### config.mk
export PLATFORM = sky130hd
export DESIGN_NAME = dpm_top
export DESIGN_NICKNAME = d
export VERILOG_FILES = /design/src/design/dpm_top.v
export VERILOG_INCLUDE_DIRS = /design/src /design/src/design
export SDC_FILE = /design/constraint.sdc
export NUM_CORES = 1
export LEC_CHECK = 0
export ABC_CLOCK_PERIOD_IN_PS = 2910
export BUFFER_PORTS_ARGS = -buffer_cell sky130_fd_sc_hd__buf_4
export CAP_MARGIN = 40
export CORE_ASPECT_RATIO = 2
export CORE_MARGIN = 8
export CORE_UTILIZATION = 41
export DETAILED_ROUTE_END_ITERATION = 10
export GPL_TIMING_DRIVEN = 0
export PLACE_DENSITY = 0.68
export SETUP_SLACK_MARGIN = 0.1
export SYNTH_ARGS = -nofsm -noshare
export SYNTH_HDL_FRONTEND = slang
export SYNTH_SLANG_ARGS = --single-unit
export TNS_END_PERCENT = 30
### constraint.sdc
create_clock -name clk -period 2.91 [get_ports clk]
set_input_delay 0.1455 -clock clk [delete_from_list [all_inputs] [get_ports clk]]
set_output_delay 0.1455 -clock clk [all_outputs]
set_load 0.03 [all_outputs]
### src/design/dpm_map.vh
// Register offsets, field positions, reset values and timing counts
// for the drive protection and maintenance block.
// Assumes a 25 MHz controller clock.
`ifndef DPM_MAP_VH
`define DPM_MAP_VH

// Register offsets (word addresses on the plain register port)
`define DPM_OFS_OPTION 4'h0
`define DPM_OFS_HIST_CLR 4'h1
`define DPM_OFS_FB_TIMEOUT 4'h2
`define DPM_OFS_FUNC_SEL 4'h3
`define DPM_OFS_FAN_CTRL 4'h4
`define DPM_OFS_RT_PRESET 4'h5
`define DPM_OFS_RUNTIME 4'h6
`define DPM_OFS_STATUS 4'h7

// Option word bit positions
`define DPM_OPT_CARRIER 0
`define DPM_OPT_IN_PHASE 1
`define DPM_OPT_OUT_PHASE 2
`define DPM_OPT_CAP_USER 3
`define DPM_OPT_CAP_JUDGE 4
`define DPM_OPT_FAN_CONT 5

// Reset values
`define DPM_RST_OPTION 6'h00
`define DPM_RST_FB_TIMEOUT 10'h000
`define DPM_RST_FUNC_SEL 4'h0
`define DPM_RST_FAN_CTRL 1'h0

// Function select code for current-input feedback
`define DPM_SEL_PID_FB 4'h5
// Current threshold in units of 0.01 mA (2 mA)
`define DPM_CUR_MIN 12'h0C8
// Timeout unit is 0.1 s; at 25 MHz that is this many cycles
`define DPM_TENTH_S_NS 100000000
`define DPM_CLK_NS 40
`define DPM_TENTH_S_CYC (`DPM_TENTH_S_NS / `DPM_CLK_NS)
// Largest timeout code, 60.0 s
`define DPM_TIMEOUT_MAX 10'h258

`endif

### src/design/dpm_top.v
// Protection and maintenance configuration logic for a motor drive.
// Assumes synchronous status inputs from the power stage and a keypad
// register port with read data one cycle after the read strobe.
//
// Implementation choices: the address map and the strobed register port.
`default_nettype none
`include "dpm_map.vh"

// Function
// - Timeout 0.1-60.0 s: raise feedback-loss alarm after conditions hold that long.
// - Timeout zero disables feedback-loss detection entirely.
// - Condition: current-input terminal current below 2 mA.
// - Condition: terminal selected as PID feedback (code 5) and PID active.
// - Writing run-time preset loads counter; zero clears it.
// - Run-time preset taken as hexadecimal binary value.
// - Writing 1 to history clear erases alarm history, then reads back 0.
// - Protection option word is six independent bits.
// - Bit 0 enables carrier lowering on overheat or overload.
// - Bit 1 enables input phase-loss trip and alarm.
// - Bit 2 enables output phase-loss trip while running.
// - Bit 3 selects user capacitor-life criterion over factory one.
// - Bit 4 enables capacitor-life judgment by discharge time.
// - Fan lock: bit 5 low trips and coasts; high keeps running.
// - Fan lock always asserts overheat and life-warning outputs.
// - Fan stopped by on/off control reads normal; start commands fan on.
module dpm_top #(
  parameter TENTH_S_CYC = `DPM_TENTH_S_CYC,
  parameter RT_W = 24
) (
  input wire clk,
  input wire reset_n,
  input wire [3:0] reg_addr,
  input wire [31:0] reg_wdata,
  input wire reg_wr,
  input wire reg_rd,
  output reg [31:0] reg_rdata,
  input wire [11:0] current_input_level,
  input wire pid_active,
  input wire run_cmd,
  input wire hour_tick,
  input wire heatsink_hot,
  input wire overload,
  input wire input_phase_loss,
  input wire output_phase_loss,
  input wire fan_locked_raw,
  input wire fan_stop_wanted,
  input wire power_off,
  input wire discharge_short,
  output reg feedback_loss_alarm,
  output reg input_phase_alarm,
  output reg output_phase_alarm,
  output reg fan_lock_alarm,
  output reg drive_stop,
  output reg coast_stop,
  output reg carrier_lower,
  output reg overheat_output,
  output reg life_warning,
  output reg fan_run,
  output reg cap_judge_en,
  output reg cap_user_crit,
  output reg history_clear
);

  reg [5:0] protection_option_word_r;
  reg alarm_history_clear_r;
  reg [9:0] feedback_loss_timeout_r;
  reg [3:0] current_input_function_select_r;
  reg fan_onoff_control_r;
  reg [RT_W-1:0] runtime_r;
  reg [31:0] tenth_cnt_r;
  reg [9:0] tenths_r;
  wire fb_cond;
  wire fan_lock_seen;
  wire fb_trip;
  wire in_phase_set;
  wire out_phase_set;
  wire fan_lock_set;
  reg [31:0] rdata_nxt;
  reg [31:0] tenth_cnt_nxt;
  reg [9:0] tenths_nxt;

  //////////////////////////////////////////////////////////////////////
  // Register port

  always @(posedge clk or negedge reset_n) begin
    if (!reset_n) begin
      protection_option_word_r <= `DPM_RST_OPTION;
      alarm_history_clear_r <= 1'b0;
      feedback_loss_timeout_r <= `DPM_RST_FB_TIMEOUT;
      current_input_function_select_r <= `DPM_RST_FUNC_SEL;
      fan_onoff_control_r <= `DPM_RST_FAN_CTRL;
      runtime_r <= {RT_W{1'b0}};
      reg_rdata <= 32'h00000000;
      history_clear <= 1'b0;
    end else begin
      // Clear is one-shot; the setting drops back to 0 next cycle
      alarm_history_clear_r <= 1'b0;
      history_clear <= alarm_history_clear_r;
      if (hour_tick && run_cmd)
        runtime_r <= runtime_r + {{(RT_W-1){1'b0}}, 1'b1};
      if (reg_wr) begin
        case (reg_addr)
          `DPM_OFS_OPTION: protection_option_word_r <= reg_wdata[5:0];
          `DPM_OFS_HIST_CLR: alarm_history_clear_r <= reg_wdata[0];
          `DPM_OFS_FB_TIMEOUT: begin
            // Codes beyond 60.0 s are clamped rather than refused
            if (reg_wdata[9:0] > `DPM_TIMEOUT_MAX)
              feedback_loss_timeout_r <= `DPM_TIMEOUT_MAX;
            else
              feedback_loss_timeout_r <= reg_wdata[9:0];
          end
          `DPM_OFS_FUNC_SEL: current_input_function_select_r <= reg_wdata[3:0];
          `DPM_OFS_FAN_CTRL: fan_onoff_control_r <= reg_wdata[0];
          // Preset wins over a same-cycle hour tick
          `DPM_OFS_RT_PRESET: runtime_r <= reg_wdata[RT_W-1:0];
          default: ;
        endcase
      end
      reg_rdata <= rdata_nxt;
    end
  end

  // Read data is zero outside the cycle after a read strobe
  always @* begin
    rdata_nxt = 32'h00000000;
    if (reg_rd) begin
      case (reg_addr)
        `DPM_OFS_OPTION: rdata_nxt = {26'h0000000, protection_option_word_r};
        `DPM_OFS_HIST_CLR: rdata_nxt = {31'h00000000, alarm_history_clear_r};
        `DPM_OFS_FB_TIMEOUT: rdata_nxt = {22'h000000, feedback_loss_timeout_r};
        `DPM_OFS_FUNC_SEL: rdata_nxt = {28'h0000000, current_input_function_select_r};
        `DPM_OFS_FAN_CTRL: rdata_nxt = {31'h00000000, fan_onoff_control_r};
        `DPM_OFS_RT_PRESET,
        `DPM_OFS_RUNTIME: rdata_nxt = {{(32-RT_W){1'b0}}, runtime_r};
        `DPM_OFS_STATUS: rdata_nxt = {23'h000000, fan_run, life_warning, overheat_output,
          fan_lock_alarm, output_phase_alarm, input_phase_alarm, feedback_loss_alarm,
          carrier_lower, drive_stop};
        default: rdata_nxt = 32'h00000000;
      endcase
    end
  end

  //////////////////////////////////////////////////////////////////////
  // Feedback-loss qualification timer

  assign fb_cond = (current_input_level < `DPM_CUR_MIN) &&
    (current_input_function_select_r == `DPM_SEL_PID_FB) && pid_active &&
    (feedback_loss_timeout_r != 10'h000);

  assign fb_trip = fb_cond && (tenths_r == feedback_loss_timeout_r);

  // Next state of the 0.1 s prescaler and the tenths counter
  always @* begin
    tenth_cnt_nxt = tenth_cnt_r;
    tenths_nxt = tenths_r;
    if (!fb_cond) begin
      tenth_cnt_nxt = 32'h00000000;
      tenths_nxt = 10'h000;
    end else if (tenths_r != feedback_loss_timeout_r) begin
      if (tenth_cnt_r == TENTH_S_CYC - 1) begin
        tenth_cnt_nxt = 32'h00000000;
        tenths_nxt = tenths_r + 10'h001;
      end else begin
        tenth_cnt_nxt = tenth_cnt_r + 32'h00000001;
      end
    end
  end

  always @(posedge clk or negedge reset_n) begin
    if (!reset_n) begin
      tenth_cnt_r <= 32'h00000000;
      tenths_r <= 10'h000;
    end else begin
      tenth_cnt_r <= tenth_cnt_nxt;
      tenths_r <= tenths_nxt;
    end
  end

  // Alarm latches until the history clear command; a detection in the
  // clear cycle wins so that a live fault is never wiped out
  always @(posedge clk or negedge reset_n) begin
    if (!reset_n) begin
      feedback_loss_alarm <= 1'b0;
    end else if (fb_trip) begin
      feedback_loss_alarm <= 1'b1;
    end else if (history_clear) begin
      feedback_loss_alarm <= 1'b0;
    end
  end

  //////////////////////////////////////////////////////////////////////
  // Protection options and fan lock

  // Lock is masked while the fan is stopped on purpose
  assign fan_lock_seen = fan_locked_raw && fan_run;
  assign in_phase_set = protection_option_word_r[`DPM_OPT_IN_PHASE] &&
    input_phase_loss;
  assign out_phase_set = protection_option_word_r[`DPM_OPT_OUT_PHASE] && run_cmd &&
    output_phase_loss;
  assign fan_lock_set = !protection_option_word_r[`DPM_OPT_FAN_CONT] &&
    fan_lock_seen;

  // Fan follows on/off control only when enabled; a run forces it on
  always @(posedge clk or negedge reset_n) begin
    if (!reset_n) begin
      fan_run <= 1'b1;
    end else begin
      fan_run <= !(fan_onoff_control_r && fan_stop_wanted && !run_cmd);
    end
  end

  // Carrier lowering and capacitor-life controls
  always @(posedge clk or negedge reset_n) begin
    if (!reset_n) begin
      carrier_lower <= 1'b0;
      cap_user_crit <= 1'b0;
      cap_judge_en <= 1'b0;
    end else begin
      carrier_lower <= protection_option_word_r[`DPM_OPT_CARRIER] &&
        (heatsink_hot || overload);
      cap_user_crit <= protection_option_word_r[`DPM_OPT_CAP_USER];
      cap_judge_en <= protection_option_word_r[`DPM_OPT_CAP_JUDGE] && power_off;
    end
  end

  // Warnings ignore the fan-lock response setting
  always @(posedge clk or negedge reset_n) begin
    if (!reset_n) begin
      overheat_output <= 1'b0;
      life_warning <= 1'b0;
    end else begin
      overheat_output <= fan_lock_seen;
      life_warning <= fan_lock_seen ||
        (protection_option_word_r[`DPM_OPT_CAP_JUDGE] && power_off && discharge_short);
    end
  end

  //////////////////////////////////////////////////////////////////////
  // Sticky trips; as above, a detection beats a same-cycle clear

  always @(posedge clk or negedge reset_n) begin
    if (!reset_n) begin
      input_phase_alarm <= 1'b0;
    end else if (in_phase_set) begin
      input_phase_alarm <= 1'b1;
    end else if (history_clear) begin
      input_phase_alarm <= 1'b0;
    end
  end

  always @(posedge clk or negedge reset_n) begin
    if (!reset_n) begin
      output_phase_alarm <= 1'b0;
    end else if (out_phase_set) begin
      output_phase_alarm <= 1'b1;
    end else if (history_clear) begin
      output_phase_alarm <= 1'b0;
    end
  end

  always @(posedge clk or negedge reset_n) begin
    if (!reset_n) begin
      fan_lock_alarm <= 1'b0;
    end else if (fan_lock_set) begin
      fan_lock_alarm <= 1'b1;
    end else if (history_clear) begin
      fan_lock_alarm <= 1'b0;
    end
  end

  // Stop commands lag the alarms by one cycle
  always @(posedge clk or negedge reset_n) begin
    if (!reset_n) begin
      drive_stop <= 1'b0;
      coast_stop <= 1'b0;
    end else begin
      drive_stop <= input_phase_alarm || output_phase_alarm || fan_lock_alarm ||
        feedback_loss_alarm;
      coast_stop <= fan_lock_alarm;
    end
  end

endmodule // dpm_top
`default_nettype wire

Word level (Yosys, flattened, before mapping). Cells that the tools add are included. W data, S select, Z words.

Equal/unequal tests: 13. $add $sub $neg: 3. Reduce and logical (&&, ||, !) cells: 35. Order comparisons: 2. Multiplexer cells: 19.

Operators with widths (count): $pmux W24 S7 (1); $mux W24 (4); $mux W32 (3); $mux W10 (4); $add A32 B1 Y32 const B (1); $eq A32 B22 Y1 const B (1); $add A24 B1 Y24 const B (1); $eq A4 B3 Y1 const B (5); $logic_and A1 B1 Y1 (15); $lt A12 B8 Y1 const B (1); $add A10 B1 Y10 const B (1); $eq A10 B10 Y1 (1); $gt A10 B10 Y1 const B (1); $ne A10 B10 Y1 (1); $reduce_and A2 Y1 (5); $reduce_bool A10 Y1 (1); $eq A4 B2 Y1 const B (2); $reduce_bool A2 Y1 (4); $mux W1 (7); $logic_or A1 B1 Y1 (5); $eq A4 B1 Y1 const B (1); $logic_not A4 Y1 (1); $ne A2 B1 Y1 const B (2); $logic_not A1 Y1 (3); $reduce_or A2 Y1 (1).

Flip-flop bits (word level): 133. Output and inout bits: 45.

Logic depth before layout (Yosys ltp).
Depth after elaboration: 6. Gate-level depth with buffers: 8. Depth with buffers taken out: 7.

Worst setup path before layout. OpenSTA, ideal clock, no wires.

Kind: register -> register. Start: register tenth_cnt_r[0]. End: register tenths_r[9]. Buffers on the path: 0. Slack: 0.924 ns. Arrival time: 1.909 ns. Stages on the path, launching flop included: 8. Required time: 2.833 ns. Path through: dfrtp_1 -> ha_1 -> nor4b_1 -> nand4_1 -> nor4_2 -> nand3_1 -> or3_1 -> a21oi_1.

Cells in the longest elaborated chain, start to end: 3.

Ends and longest elaborated chain: start: declaration (RTL line dpm_top.v:70) `reg [31:0] tenth_cnt_r;`; start signal: assignment (RTL line dpm_top.v:174) `tenth_cnt_r <= tenth_cnt_nxt;`; $eq A32 B22 Y1 (RTL line dpm_top.v:160) `if (tenth_cnt_r == TENTH_S_CYC - 1) begin`; $ne A2 B1 Y1 (no source line); $reduce_and A2 Y1 (no source line); end signal: assignment (RTL line dpm_top.v:175) `tenths_r <= tenths_nxt;`; end: declaration (RTL line dpm_top.v:71) `reg [9:0] tenths_r;`.

Every way passes these cells. A chain may end at the register's enable or synchronous reset.

Final worst setup path. Same ends and word-level chain as after synthesis.

==> summary.md <==
| Metric | Value |
|---|---|
| Outcome | `finished clean` |
| Largest net degree at the start of global routing | `93` |
| Critical path launch point | `tenth_cnt_r[0]` |
| Number of global-route vias before repair | `5643` |
| Final setup margin | `0.475 ns` |
| Synth area leaders | `dfrtp_1 48%, xor2_1 7.9%, nor2_1 5.7%, o2111ai_2 3.0%, mux2_2 3.0%` |
| Fin nets | `835` |
| Cells after synthesis | `626` |
| Count leader, synth | `dfrtp_1` |
| Pleak | `3.67 nW` |
| Area fraction of the dominant cell type after synthesis | `0.483` |
| #FFs+latches synth | `125` |
| Initial DRC Count | `373` |
| P&R area growth vs syn | `28.5%` |
| Placed cell area | `7400 um^2` |
| Register area | `3130 um^2` |
| Core Region | `15500 um^2` |
| Cell Count, Final, Fillers Out | `983` |
| Reg-to-reg critical path startpoint | `tenth_cnt_r[0]` |
| Post-cts sizing count | `0` |
| Top Ports | `108` |
| Worst Hold Path Cells | `2` |
| Post-DRT Antenna Nets | `0` |
| Post-synthesis cell area | `6430 um^2` |
| Achievable Freq | `411 MHz` |
| Total Routing Usage GR | `0.173` |
| GR Overflow Total | `0` |
| Hold Path Class | `input pin to register` |
| Data arrival time of the worst path | `2.77 ns` |
| R2r endpoint | `tenths_r[9]` |
| DR WL/cell | `17.3 um` |
| Share of layout cells above drive strength 1 | `0.240` |
| Global-route wire length before repair | `28100 um` |
| Skew-Pair Late Insertion Delay | `0.42 ns` |
| Synth area leader | `dfrtp_1` |
| Vias | `5434` |
| Slew at the pin with the worst max-slew slack | `0.751 ns` |
| Max-Cap Viols | `0` |
| Final TNS setup | `0 ns` |
| Yosys warns | `0` |
| Number of flops mapped to enable cells by yosys | `0` |
| R2r setup slk | `0.47 ns` |
| RSZ-0062 raised after global routing | `no` |
| CP endpoint kind | `register` |
| Required @ worst endpoint | `3.25 ns` |
| Initial antenna violation count | `0` |
| Reg2Reg Depth | `7` |
| CTS tree | `built` |
| Root Driver | `clkbuf_16` |
| Initial cell density of the core | `0.414` |
| Detailed Place HPWL | `12000 um` |
| Ant. Diodes | `0` |
| Maximum net fanout on the critical path | `8` |
| Die ar. | `20200 um^2` |
| Async set-reset flop share out of synthesis | `1.00` |
| CTS Hold Bufs | `28` |
| Tcrit/Tclk final | `0.837` |
| Die Wd | `105 um` |
| H-tree depth | `4` |
| Placed cell count | `923` |
| CP startpoint kind | `register` |
| Maximum vdd ir drop | `0.433 mV` |
| Hold_sp | `reg_wdata[1]` |
| Clock Pin Slew Worst Setup and Hold Paths | `0.06 ns` |
| Max Root-Sink Buffers | `2` |
| Postcts setup bufs | `0` |
| Relative slew slack | `0.499` |
| Main synth FF type | `dfrtp_1` |
| Post-synthesis sequential area ratio | `0.487` |
| # DRC | `0` |
| DR pass1 iterations | `5` |
| Synth cell count leaders | `124 x dfrtp_1, 98 x nor2_1, 58 x xor2_1, 32 x nand2_1, 31 x a21oi_1` |
| Fill cell count | `1388` |
| Slew Viols, Final | `0` |
| Routability cong. | `0.908` |
| Area of the multi-input gates | `3090 um^2` |
| Endpoints failing setup | `0` |
| Tmin final | `2.44 ns` |
| Setup Slack @ Placement | `0.484 ns` |
| Library cells used by synthesis | `58` |
| Final WL | `17000 um` |
| WHS Endpoint | `feedback_loss_timeout_r[1]` |
| Port Buffers | `88` |
| Vias/cell | `5.53` |
| Final Instance Area | `8260 um^2` |
| Cell row count | `65` |
| CTS Buf Count | `17` |
| Avg Cell Area, Syn | `10.3 um^2` |
| Worst Skew | `0.00926 ns` |
| Hold violation total from the final report | `0` |
| Crit Path Class | `register to register` |
| Pwr/cell area | `614 nW/um^2` |
| TritonCTS Sinks | `125` |
| Die Ht | `193 um` |
[stage by stage]
| stage | power [mW] | hold slack [ns] | utilization |
|---|---|---|---|
| CTS | 5.10 | 0.00237 | 0.532 |
| global placement | 2.93 | 0.340 | 0.474 |
| floorplan | 2.65 | -0.150 | - |
| global route | 5.27 | 0.0177 | 0.532 |
| finish | 5.07 | 0.0104 | 0.532 |
| detailed placement | 2.96 | 0.0666 | 0.476 |
[routing by layer]
layer | wire length (um) | track usage
met5 | 0 | 0
met4 | 420 | 0.0802
met3 | 988 | 0.0396
met2 | 8200 | 0.279
met1 | 7410 | 0.214
[critical path, cell delays in order, from the launching register on]
cell and delay [ns]:
dfrtp_1 0.39, ha_1 0.34, nor4b_1 0.32, nand4_1 0.16
nor4_2 0.41, nand3_1 0.21, or3_1 0.38, a21oi_1 0.14
[sequential cells by signal (all words and copies together), names as in the netlist]
signal	count
output_phase_alarm	1
alarm_history_clear_r	1
overheat_output	1
runtime_r	24
coast_stop	1
feedback_loss_timeout_r	10
tenths_r	10
drive_stop	1
cap_judge_en	1
history_clear	1
reg_rdata	24
current_input_function_select_r	4
input_phase_alarm	1
life_warning	1
cap_user_crit	1
feedback_loss_alarm	1
protection_option_word_r	6
fan_onoff_control_r	1
carrier_lower	1
fan_lock_alarm	1
tenth_cnt_r	32
fan_run	1
[layout make-up]
| type | count | share of cell area |
|---|---|---|
| clock inverters | 14 | 0.0176 |
| flip-flops and latches | 125 | 0.379 |
| inverters | 8 | 0.00363 |
| well taps | 201 | 0.0304 |
| clock buffers | 18 | 0.0532 |
| multi-input cells | 462 | 0.373 |
| repair buffers | 117 | 0.118 |
| plain buffers | 38 | 0.0253 |
[cells by family (layout without fill, tap and decap cells)]
group | count (synthesis) | in the layout | share of synthesized area
flip-flops | 125 | 125 | 0.487
XOR/XNOR | 67 | 67 | 0.0913
AND/OR/NAND/NOR | 264 | 264 | 0.215
other | 1 | 8 | 0.000583
adder cells (fa/ha/maj) | 3 | 3 | 0.00584
AO/OA/AOI/OAI | 96 | 96 | 0.122
multiplexers | 24 | 24 | 0.0407
buffers and inverters | 46 | 195 | 0.0372
[power breakdown]
group	switching [mW]	internal, mW
sequential	0.237	1.95
clock	0.871	1.23
combinational	0.399	0.388
total	1.51	3.56
[placed cells by master, fill, tap and decap left out, types with 17 or more instances in the layout]
cell and instances:
nor2_1 98, and3_1 29, buf_4 96, a21oi_1 31, mux2_2 17, nand4_1 18
dlygate4sd3_1 28, clkbuf_16 17, xor2_1 58, nand2_1 32, nand3_1 23, dfrtp_1 124
[worst max-delay path by stage]
stage	cells past startpoint	endpoint	slack (ns)
2_1_floorplan	7	tenths_r[9]	0.92
3_3_place_gp	7	tenths_r[9]	0.50
3_5_place_dp	7	tenths_r[9]	0.48
4_1_cts	7	tenths_r[9]	0.47
5_1_grt	8	tenths_r[8]	0.25
6_report	7	tenths_r[9]	0.47
(Power assumes the default switching activity.)
